`src/include/alu_pkg.sv`:
```
/*
 * constants, enumerations and carrier structs for the cpu alu/status datapath.
 * assumes one 20 MHz core clock and a plain register port with 4-bit word index.
 */
// Behaviour
// RL1 - nibble carry from bit 3/7 by width
// RL2 - priority bits 7..5 encode levels 0..7
// RL3 - priority bits locked while nesting disabled
// RL4 - upper bit concatenates above three priority bits
// RL5 - upper bit clearable only, blocks user interrupts
// RL6 - loop flag reads repeat-in-progress, read-only
// RL7 - negative flag follows result sign
// RL8 - overflow flag marks signed arithmetic overflow
// RL9 - zero flag cleared by nonzero result
// RL10 - carry flag from result most significant bit
// RL11 - subtraction turns carries into borrow indicators
// RL12 - program window enable bit, read-write
// RL13 - unimplemented bits read zero, reset zero
// RL14 - sixteen-bit two's complement alu operations
// RL15 - byte or word width, register/memory destination
// RL16 - 17x17 multiplier with all listed modes
// RL17 - signed/unsigned 32 or 16 by 16 divide
// RL18 - quotient and remainder to first two registers
// RL19 - divisor any register, aligned dividend pair
// RL20 - one iteration per divisor bit
// RL21 - single cycle barrel shifts up to 15
// RL22 - shifts register source and register result
// RL23 - divide takes 19 cycles, cancellable anytime
// RL24 - multiply completes in one cycle
package alu_pkg;

    // ************************************************************
    // register port map
    // ************************************************************
    localparam int REG_ADDR_W = 4;
    localparam logic [3:0] STATUS_IDX = 4'h0;
    localparam logic [3:0] CONTROL_IDX = 4'h1;
    localparam logic [15:0] STATUS_RESET = 16'h0000;
    localparam logic [15:0] CONTROL_RESET = 16'h0000;

    // ************************************************************
    // field positions
    // ************************************************************
    localparam int ST_CARRY = 0;
    localparam int ST_ZERO = 1;
    localparam int ST_WRAP = 2;
    localparam int ST_NEG = 3;
    localparam int ST_LOOP = 4;
    localparam int ST_PRIO_LO = 5;
    localparam int ST_PRIO_HI = 7;
    localparam int ST_NIBBLE = 8;
    localparam int CT_WINDOW = 2;
    localparam int CT_PRIO_UP = 3;
    localparam logic [2:0] PRIO_TOP = 3'h7;

    // ************************************************************
    // timing
    // ************************************************************
    localparam real CLK_PERIOD_NS = 50.0;
    localparam logic [4:0] DIV_ITER = 5'h10;
    localparam logic [4:0] DIV_CYCLES = 5'h13;

    // ************************************************************
    // operations and carriers
    // ************************************************************
    typedef enum logic [3:0] {
        OP_PASS, OP_ADD, OP_ADDC, OP_SUB, OP_SUBB, OP_AND, OP_IOR, OP_XOR,
        OP_SL, OP_ASR, OP_LSR
    } alu_op_t;

    typedef enum logic [2:0] {
        MUL_SS, MUL_UU, MUL_SU, MUL_US, MUL_SLIT, MUL_ULIT, MUL_BYTE
    } mul_mode_t;

    typedef struct packed {
        alu_op_t op;
        logic byte_mode;
        logic to_memory;
        logic [15:0] a;
        logic [15:0] b;
        logic [3:0] amount;
    } alu_req_t;

    typedef struct packed {
        logic [15:0] data;
        logic byte_mode;
        logic to_memory;
    } alu_rsp_t;

    typedef struct packed {
        mul_mode_t mode;
        logic [15:0] a;
        logic [15:0] b;
        logic [4:0] literal;
    } mul_req_t;

    typedef struct packed {
        logic is_signed;
        logic wide;
        logic [15:0] dividend_hi;
        logic [15:0] dividend_lo;
        logic [15:0] divisor;
    } div_req_t;

endpackage

```
`src/cpu_alu_status_datapath.sv`:
```
/*
 * alu, multiplier, iterative divider, barrel shifter, status and control words.
 * assumes one-cycle synchronous requests; the decoder owns writeback.
 */
`timescale 1ns/1ns
module cpu_alu_status_datapath
    import alu_pkg::*;
(
    input wire logic core_clk,
    input wire logic rst_b,
    input wire logic clk_en,
    input wire logic [REG_ADDR_W-1:0] reg_addr,
    input wire logic [15:0] reg_wdata,
    input wire logic reg_wr,
    input wire logic reg_rd,
    output logic [15:0] reg_rdata,
    input wire logic nested_irq_disable,
    input wire logic loop_running_flag,
    input wire logic prio_upper_set,
    output logic [3:0] cpu_priority_level,
    output logic user_irq_disable,
    output logic program_window_enable,
    input wire logic alu_valid,
    input wire alu_req_t alu_req,
    output logic alu_rsp_valid,
    output alu_rsp_t alu_rsp,
    input wire logic mul_valid,
    input wire mul_req_t mul_req,
    output logic mul_rsp_valid,
    output logic [31:0] mul_product,
    input wire logic div_start,
    input wire logic div_cancel,
    input wire div_req_t div_req,
    output logic div_busy,
    output logic div_done,
    output logic [15:0] quotient_reg,
    output logic [15:0] remainder_reg
);

    // ************************************************************
    // state
    // ************************************************************
    logic c_q, z_q, ov_q, n_q, dc_q;
    logic [2:0] prio_q;
    logic prio_up_q, window_q;
    logic [15:0] rdata_q;
    alu_rsp_t alu_rsp_q;
    logic alu_rsp_valid_q;
    logic [31:0] mul_q;
    logic mul_valid_q;
    logic [4:0] div_cnt_q;
    logic [16:0] div_rem_q;
    logic [15:0] div_quo_q, div_dvs_q, quot_q, rem_q;
    logic div_qneg_q, div_rneg_q, div_done_q;

    // ************************************************************
    // alu adder
    // ************************************************************
    wire [15:0] op_a = alu_req.a;
    wire [15:0] op_b = alu_req.b;
    wire byte_w = alu_req.byte_mode; // RL15
    wire is_sub = (alu_req.op == OP_SUB) || (alu_req.op == OP_SUBB);
    wire is_arith = (alu_req.op == OP_ADD) || (alu_req.op == OP_ADDC) || is_sub;
    wire is_logic = (alu_req.op == OP_AND) || (alu_req.op == OP_IOR) || (alu_req.op == OP_XOR);
    wire is_shift = (alu_req.op == OP_SL) || (alu_req.op == OP_ASR) || (alu_req.op == OP_LSR);
    // subtraction is a + ~b + 1, so carries come out as inverted borrows
    wire [15:0] b_eff = is_sub ? ~op_b : op_b; // RL11
    wire carry_in = ((alu_req.op == OP_ADDC) || (alu_req.op == OP_SUBB)) ? c_q : (alu_req.op == OP_SUB);
    wire [16:0] sum_w = {1'b0, op_a} + {1'b0, b_eff} + {16'h0000, carry_in}; // RL14
    wire [8:0] sum_b = {1'b0, op_a[7:0]} + {1'b0, b_eff[7:0]} + {8'h00, carry_in};
    wire [4:0] sum_n = {1'b0, op_a[3:0]} + {1'b0, b_eff[3:0]} + {4'h0, carry_in};

    // ************************************************************
    // barrel shifter
    // ************************************************************
    // register operands only, never memory data
    wire [15:0] sh_src_u = byte_w ? {8'h00, op_a[7:0]} : op_a; // RL22
    wire [15:0] sh_src_s = byte_w ? {{8{op_a[7]}}, op_a[7:0]} : op_a;
    wire [15:0] sh_left = sh_src_u << alu_req.amount; // RL21
    wire [15:0] sh_lright = sh_src_u >> alu_req.amount; // RL21
    wire [15:0] sh_aright = 16'($signed(sh_src_s) >>> alu_req.amount); // RL21

    // ************************************************************
    // result select and flags
    // ************************************************************
    wire [15:0] res_full =
        is_arith ? sum_w[15:0] :
        (alu_req.op == OP_AND) ? (op_a & op_b) :
        (alu_req.op == OP_IOR) ? (op_a | op_b) :
        (alu_req.op == OP_XOR) ? (op_a ^ op_b) :
        (alu_req.op == OP_SL) ? sh_left :
        (alu_req.op == OP_ASR) ? sh_aright :
        (alu_req.op == OP_LSR) ? sh_lright : op_a;
    wire [15:0] res_out = byte_w ? {8'h00, res_full[7:0]} : res_full; // RL15
    wire res_msb = byte_w ? res_full[7] : res_full[15];
    wire a_msb = byte_w ? op_a[7] : op_a[15];
    wire b_msb = byte_w ? b_eff[7] : b_eff[15];
    wire res_zero = byte_w ? (res_full[7:0] == 8'h00) : (res_full == 16'h0000);
    wire new_c = byte_w ? sum_b[8] : sum_w[16]; // RL10
    wire new_dc = byte_w ? sum_n[4] : sum_b[8]; // RL1
    wire new_ov = (a_msb == b_msb) && (res_msb != a_msb); // RL8
    wire new_n = res_msb; // RL7
    // carry-chained ops only ever clear zero, so multiword compares work
    wire z_sticky = (alu_req.op == OP_ADDC) || (alu_req.op == OP_SUBB);
    wire new_z = z_sticky ? (z_q & res_zero) : res_zero; // RL9
    wire arith_upd = alu_valid && is_arith;
    wire nz_upd = alu_valid && (is_arith || is_logic || is_shift || alu_req.op == OP_PASS);

    // ************************************************************
    // register port decode
    // ************************************************************
    wire st_sel = (reg_addr == STATUS_IDX);
    wire ct_sel = (reg_addr == CONTROL_IDX);
    wire st_wr = reg_wr && st_sel;
    wire ct_wr = reg_wr && ct_sel;
    wire [15:0] status_word = {7'h00, dc_q, prio_q, loop_running_flag, n_q, ov_q, z_q, c_q}; // RL6 RL13
    wire [15:0] control_word = {12'h000, prio_up_q, window_q, 2'h0}; // RL13
    wire [15:0] rdata_d = !reg_rd ? 16'h0000 :
        st_sel ? status_word :
        ct_sel ? control_word : 16'h0000;

    // hardware flag updates win over a software write in the same cycle
    wire c_d = arith_upd ? new_c : st_wr ? reg_wdata[ST_CARRY] : c_q; // RL10
    wire dc_d = arith_upd ? new_dc : st_wr ? reg_wdata[ST_NIBBLE] : dc_q; // RL1
    wire ov_d = arith_upd ? new_ov : st_wr ? reg_wdata[ST_WRAP] : ov_q; // RL8
    wire n_d = nz_upd ? new_n : st_wr ? reg_wdata[ST_NEG] : n_q; // RL7
    wire z_d = nz_upd ? new_z : st_wr ? reg_wdata[ST_ZERO] : z_q; // RL9
    wire [2:0] prio_d = (st_wr && !nested_irq_disable) ? reg_wdata[ST_PRIO_HI:ST_PRIO_LO] : prio_q; // RL2 RL3
    // software only clears the upper bit; the set input wins
    wire prio_up_d = prio_upper_set ? 1'b1 : (ct_wr && !reg_wdata[CT_PRIO_UP]) ? 1'b0 : prio_up_q; // RL5
    wire window_d = ct_wr ? reg_wdata[CT_WINDOW] : window_q; // RL12

    // ************************************************************
    // status and control registers
    // ************************************************************
    always_ff @(posedge core_clk) begin
        if (!rst_b) begin
            {dc_q, prio_q, n_q, ov_q, z_q, c_q} <= {STATUS_RESET[8:5], STATUS_RESET[3:0]}; // RL13
            {prio_up_q, window_q} <= CONTROL_RESET[3:2];
            rdata_q <= 16'h0000;
        end else if (clk_en) begin
            {dc_q, prio_q, n_q, ov_q, z_q, c_q} <= {dc_d, prio_d, n_d, ov_d, z_d, c_d};
            {prio_up_q, window_q} <= {prio_up_d, window_d};
            rdata_q <= rdata_d;
        end
    end

    assign reg_rdata = rdata_q;
    assign cpu_priority_level = {prio_up_q, prio_q}; // RL4
    assign user_irq_disable = prio_up_q || (prio_q == PRIO_TOP); // RL2 RL5
    assign program_window_enable = window_q; // RL12

    // ************************************************************
    // alu result
    // ************************************************************
    always_ff @(posedge core_clk) begin
        if (!rst_b) begin
            alu_rsp_q <= '0;
            alu_rsp_valid_q <= 1'b0;
        end else if (clk_en) begin
            alu_rsp_valid_q <= alu_valid;
            if (alu_valid) begin
                alu_rsp_q <= '{data: res_out, byte_mode: byte_w, to_memory: alu_req.to_memory}; // RL15
            end
        end
    end

    assign alu_rsp = alu_rsp_q;
    assign alu_rsp_valid = alu_rsp_valid_q;

    // ************************************************************
    // multiplier
    // ************************************************************
    wire m_byte = (mul_req.mode == MUL_BYTE);
    wire m_lit = (mul_req.mode == MUL_SLIT) || (mul_req.mode == MUL_ULIT);
    wire m_a_sgn = (mul_req.mode == MUL_SS) || (mul_req.mode == MUL_SU) || (mul_req.mode == MUL_SLIT);
    wire m_b_sgn = (mul_req.mode == MUL_SS) || (mul_req.mode == MUL_US);
    wire [15:0] m_a_src = m_byte ? {8'h00, mul_req.a[7:0]} : mul_req.a;
    wire [15:0] m_b_src = m_lit ? {11'h000, mul_req.literal} : m_byte ? {8'h00, mul_req.b[7:0]} : mul_req.b;
    // a 17th bit carries the sign or a zero, so one signed array serves every mode
    wire [16:0] m_a17 = {m_a_sgn & m_a_src[15], m_a_src}; // RL16
    wire [16:0] m_b17 = {m_b_sgn & m_b_src[15], m_b_src}; // RL16
    wire [33:0] m_prod = 34'($signed(m_a17) * $signed(m_b17)); // RL16

    always_ff @(posedge core_clk) begin
        if (!rst_b) begin
            mul_q <= 32'h00000000;
            mul_valid_q <= 1'b0;
        end else if (clk_en) begin
            mul_valid_q <= mul_valid; // RL24
            if (mul_valid) begin
                mul_q <= m_prod[31:0]; // RL24
            end
        end
    end

    assign mul_product = mul_q;
    assign mul_rsp_valid = mul_valid_q;

    // ************************************************************
    // divider
    // ************************************************************
    // high word is the odd register of the pair
    wire [31:0] dvd_raw = div_req.wide ? {div_req.dividend_hi, div_req.dividend_lo} : // RL19
        div_req.is_signed ? {{16{div_req.dividend_lo[15]}}, div_req.dividend_lo} :
        {16'h0000, div_req.dividend_lo}; // RL17
    wire dvd_neg = div_req.is_signed && dvd_raw[31];
    wire dvs_neg = div_req.is_signed && div_req.divisor[15];
    wire [31:0] dvd_abs = dvd_neg ? (~dvd_raw + 32'h00000001) : dvd_raw;
    wire [15:0] dvs_abs = dvs_neg ? (~div_req.divisor + 16'h0001) : div_req.divisor;
    wire div_accept = div_start && !div_busy && !div_cancel;
    wire div_iter = (div_cnt_q != 5'h00) && (div_cnt_q <= DIV_ITER);
    wire div_last = (div_cnt_q == DIV_CYCLES);
    // restoring step; the partial remainder never exceeds 17 bits
    wire [17:0] trial = {1'b0, div_rem_q[15:0], div_quo_q[15]} - {2'h0, div_dvs_q};
    wire trial_ok = !trial[17];

    always_ff @(posedge core_clk) begin
        if (!rst_b) begin
            div_cnt_q <= 5'h00;
            div_rem_q <= 17'h00000;
            div_quo_q <= 16'h0000;
            div_dvs_q <= 16'h0000;
            {div_qneg_q, div_rneg_q, div_done_q} <= 3'h0;
        end else if (clk_en) begin
            div_done_q <= div_last && !div_cancel;
            if (div_cancel) begin
                div_cnt_q <= 5'h00; // RL23
            end else if (div_accept) begin
                div_cnt_q <= 5'h01;
                div_rem_q <= {1'b0, dvd_abs[31:16]};
                div_quo_q <= dvd_abs[15:0];
                div_dvs_q <= dvs_abs;
                div_qneg_q <= dvd_neg ^ dvs_neg;
                div_rneg_q <= dvd_neg;
            end else if (div_last) begin
                div_cnt_q <= 5'h00; // RL23
            end else if (div_cnt_q != 5'h00) begin
                div_cnt_q <= div_cnt_q + 5'h01;
                if (div_iter) begin
                    div_rem_q <= trial_ok ? trial[16:0] : {div_rem_q[15:0], div_quo_q[15]}; // RL20
                    div_quo_q <= {div_quo_q[14:0], trial_ok}; // RL20
                end
            end
        end
    end

    always_ff @(posedge core_clk) begin
        if (!rst_b) begin
            quot_q <= 16'h0000;
            rem_q <= 16'h0000;
        end else if (clk_en && div_last && !div_cancel) begin
            quot_q <= div_qneg_q ? (~div_quo_q + 16'h0001) : div_quo_q; // RL18
            rem_q <= div_rneg_q ? (~div_rem_q[15:0] + 16'h0001) : div_rem_q[15:0]; // RL18
        end
    end

    assign div_busy = (div_cnt_q != 5'h00);
    assign div_done = div_done_q;
    assign quotient_reg = quot_q;
    assign remainder_reg = rem_q;

    // ************************************************************
    // checks
    // ************************************************************
    logic [4:0] div_age_q;
    always_ff @(posedge core_clk) begin
        if (!rst_b) begin
            div_age_q <= 5'h00;
        end else if (clk_en) begin
            if (div_accept) begin
                div_age_q <= 5'h00;
            end else if (div_age_q != 5'h1F) begin
                div_age_q <= div_age_q + 5'h01;
            end
        end
    end
endmodule

```
`config.mk`:
```
export PLATFORM = sky130hd
export DESIGN_NAME = cpu_alu_status_datapath
export DESIGN_NICKNAME = d
export VERILOG_FILES = /design/src/include/alu_pkg.sv /design/src/cpu_alu_status_datapath.sv
export SDC_FILE = /design/constraint.sdc
export NUM_CORES = 2
export LEC_CHECK = 0
export BUFFER_PORTS_ARGS = -buffer_cell sky130_fd_sc_hd__buf_2
export CORE_ASPECT_RATIO = 1.25
export CORE_MARGIN = 1.5
export CORE_UTILIZATION = 61
export CTS_CLUSTER_DIAMETER = 150
export DETAILED_ROUTE_END_ITERATION = 10
export PLACE_DENSITY = 0.87
export SYNTH_ARGS = -nofsm -noshare
export SYNTH_HDL_FRONTEND = slang
export SYNTH_SLANG_ARGS = --single-unit
export TNS_END_PERCENT = 5
```
`constraint.sdc`:
```
create_clock -name core_clk -period 9.2 [get_ports core_clk]
set_input_delay 1.84 -clock core_clk [delete_from_list [all_inputs] [get_ports core_clk]]
set_output_delay 1.84 -clock core_clk [all_outputs]
set_load 0.01 [all_outputs]
```
==> results.py <==
metrics = {
    "global_routing": {
        "grt_antenna_before_repair": 1,
        "grt_overflow_total": 0,
        "grt_max_degree": 110,
        "grt_use_total": 0.3946,
        "grt_pass1_vias": 23410,
        "grt_pass1_wl_um": 125600,
    },
    "die": {
        "die-area_mm2": 0.04057,
        "io-pin-count": 272,
        "die_h_um": 224.8,
        "die_w_um": 180.4,
        "core_area_mm2": 0.03902,
        "start_util": 0.6153,
        "core.rowCount": 81,
    },
    "pwr": {
        "power_density_mw_per_mm2": 255.7,
        "cellLeakagePower_uw": 0.01224,
        "ir_drop_v": 0.0003101,
    },
    "sta": {
        "finalCritPeriodShare": 0.9303,
        "rsz0062_at_grt": "no",
        "max_freq_mhz": 116.8,
        "slew_viol_final": 0,
        "tightest_slew_ns": 1.207,
        "max_slew_margin": 0.1952,
        "finClkSkew_ns": 0.008591,
        "setup_viol": 0,
        "finalSetupTns_ns": 0,
        "period_needed_ns": 8.559,
        "hold_viol": 0,
    },
    "clocking": {
        "cts_buffer_depth": 2,
        "htreeDepth": 4,
        "ctsResizeCount": 0,
        "cts_buffers": 17,
        "cts.sinks": 159,
        "clkLatencyLatePin_ns": 0.45,
        "cts_tree": "done",
        "cts_root_buf": "clkbuf_16",
        "cts_setup_buffers": 0,
        "ctsHoldBuffers": 0,
        "path_clk_slew_ns": 0.07,
    },
    "placed_design": {
        "portBuffers": 256,
        "gp_congestion": 1.015,
        "dp.cells": 3673,
        "dp_hpwl_um": 63630,
    },
    "detailed_routing": {
        "wl_per_cell_um": 21.43,
        "drt-total-wl_um": 79400,
        "vias": 23370,
        "drtIter0Drc": 2216,
        "antenna_left": 0,
        "drc": 0,
        "post_drt_via_cell_ratio": 6.309,
        "drtPass1Iterations": 7,
    },
    "logic_synthesis": {
        "ys_types": 88,
        "postSynthCellCount": 3041,
        "yosysWarnings": 0,
        "ys.flop_type": "dfxtp_1",
        "synth_area_mm2": 0.02401,
        "ys_seq_elements": 159,
        "synth_seq_area_share": 0.1326,
        "async_flop_share": 0,
        "synth_edf_count": 0,
        "syn_avg_cell_area_um2": 7.895,
    },
    "layout": {
        "layout-drive-gt1-share": 0.1229,
        "fin_cells": 3705,
        "utilization": 0.6705,
        "area_growth_pct": 8.969,
        "nNetsFinal": 3795,
        "largest_reg_flops": 32,
    },
    "job": {
        "maxCapViolCount": 0,
    },
    "worst_setup_path": {
        "critPathCaptureType": "flop",
        "crit_path_max_fanout": 37,
        "arrival_ns": 8.90,
        "rr_endpoint": "z_q$_SDFFE_PN0P_",
        "worstRegToRegCells": 13,
        "cp.required_ns": 9.54,
        "critPathLaunchType": "input port",
        "reg2reg_setup_slack_ns": 5.09,
        "critical_path_class": "input port to flop",
        "r2r-start": "c_q$_SDFFE_PN0P_",
    },
    "min_path": {
        "hold_end": "mul_product[15]$_SDFFE_PN0P_",
        "hold_path_class": "flop to flop",
        "min_from": "mul_product[15]$_SDFFE_PN0P_",
        "holdPathStages": 2,
    },
    "outcome": {
        "outcome": "complete, no violations",
    },
}
[cells by family after synthesis]
family	Yosys count	synth area share
buffers and inverters	587	0.09500
DFF	159	0.1326
adders and majority gates	437	0.3168
AOI/OAI and AO/OA	642	0.1729
and+or+nand+nor	1014	0.1952
muxes	74	0.04096
other	1	0.0001562
xor gates and xnor gates	127	0.04633
[synth_stat cells, types with 8 or more instances]
library cell | count | area (um^2)
inv_1 | 415 | 1558
nand2_1 | 380 | 1426
fa_1 | 285 | 5705
nor2_1 | 251 | 942.2
a21oi_1 | 189 | 945.9
dfxtp_1 | 159 | 3183
ha_1 | 152 | 1902
clkbuf_1 | 122 | 457.9
o21ai_0 | 121 | 605.6
and2_1 | 84 | 525.5
nand3_1 | 80 | 400.4
xnor2_1 | 75 | 656.9
a211oi_1 | 54 | 405.4
xor2_1 | 52 | 455.4
nor3_1 | 44 | 220.2
mux2i_1 | 39 | 390.4
o211ai_1 | 30 | 225.2
a31oi_1 | 29 | 181.4
nor2b_1 | 28 | 175.2
or3_1 | 28 | 175.2
and3_1 | 27 | 168.9
a22oi_1 | 25 | 187.7
o31ai_1 | 24 | 180.2
o21a_1 | 22 | 165.2
nand2b_1 | 21 | 131.4
buf_2 | 19 | 95.09
a21o_1 | 18 | 135.1
mux2_2 | 17 | 191.4
or2_2 | 17 | 106.4
buf_1 | 15 | 56.30
mux4_2 | 12 | 270.3
o41ai_1 | 12 | 105.1
nand4_1 | 11 | 68.82
nor4_1 | 10 | 62.56
o22ai_1 | 10 | 62.56
o221ai_1 | 9 | 78.83
a311oi_1 | 8 | 70.07
buf_4 | 8 | 60.06
[metal layers]
layer	global-route usage	wire length, um	part of all wire	vias up
met5	0	8	0.00010	-
li1	-	-	-	10440
met4	0.2342	5158	0.065	2
met1	0.4823	29530	0.37	11290
met3	0.05635	6550	0.082	302
met2	0.6664	38150	0.48	1341
[layout by cell type (no fill, tap or decap), types with 29 or more instances in the layout]
cell type	instances
ha_1	152
o211ai_1	30
inv_1	415
dfxtp_1	159
xnor2_1	75
and2_1	84
o21ai_0	121
nor3_1	43
nand2_1	380
nor2_1	250
fa_1	285
a31oi_1	29
buf_2	256
a21oi_1	189
buf_4	39
xor2_1	52
a211oi_1	54
mux2i_1	39
nand3_1	80
[power breakdown]
group | internal, uW | switching (uW)
clock | 420 | 329
combinational | 2150 | 3010
sequential | 741 | 42.8
[metrics by stage]
step                      setup WS (ns)  hold slack (ns)  power [uW]  instance area [um^2]
after detailed placement         0.2573           0.4450        5839                 25560
after global routing             0.3052           0.4687        7321                 26160
after CTS                        0.6963           0.4557        6644                 26160
after floorplan                  0.7891           0.4319        4588                 24030
after global placement           0.3502           0.4377        5675                 25560
final                            0.6410           0.4526        6689                 26160
[worst max-delay path, cell delays in order]
cell and delay [ns]:
buf_2 0.13, nand2b_1 0.16, buf_12 0.22, nand2_1 0.15, nor2_1 0.55, nand2_1 0.16
fa_1 0.53, inv_1 0.06, fa_1 0.51, inv_1 0.06, fa_1 0.55, inv_1 0.05
fa_1 0.49, fa_1 0.53, inv_1 0.06, fa_1 0.48, inv_1 0.04, ha_1 0.35
a21o_1 0.19, a21oi_1 0.13, nor2_1 0.07, o41ai_1 0.38, a31oi_1 0.25, a31oi_1 0.39
nand2b_1 0.13, xnor2_1 0.28, o21ai_0 0.13
[cell type report]
cell class	instances	area, um^2
diodes	1	2.502
repair buffers	296	1594
fillers	3230	12860
clock buffers	19	452.9
clock inverters	12	147.6
well taps	498	623.1
flip-flops and latches	159	3183
multi-input cells	2301	18580
inverters	419	1575
[worst max path at each step]
stage	slack, ns	from	end
floorplan	0.79	mul_req[38]	mul_product[29]$_SDFFE_PN0P_
global placement	0.35	mul_req[38]	mul_product[26]$_SDFFE_PN0P_
detailed placement	0.26	mul_req[38]	mul_product[26]$_SDFFE_PN0P_
CTS	0.70	mul_req[38]	mul_product[26]$_SDFFE_PN0P_
global route	0.31	mul_req[38]	mul_product[29]$_SDFFE_PN0P_
finish	0.64	mul_req[38]	mul_product[26]$_SDFFE_PN0P_
Note: power is estimated with default switching activity, not from simulation.
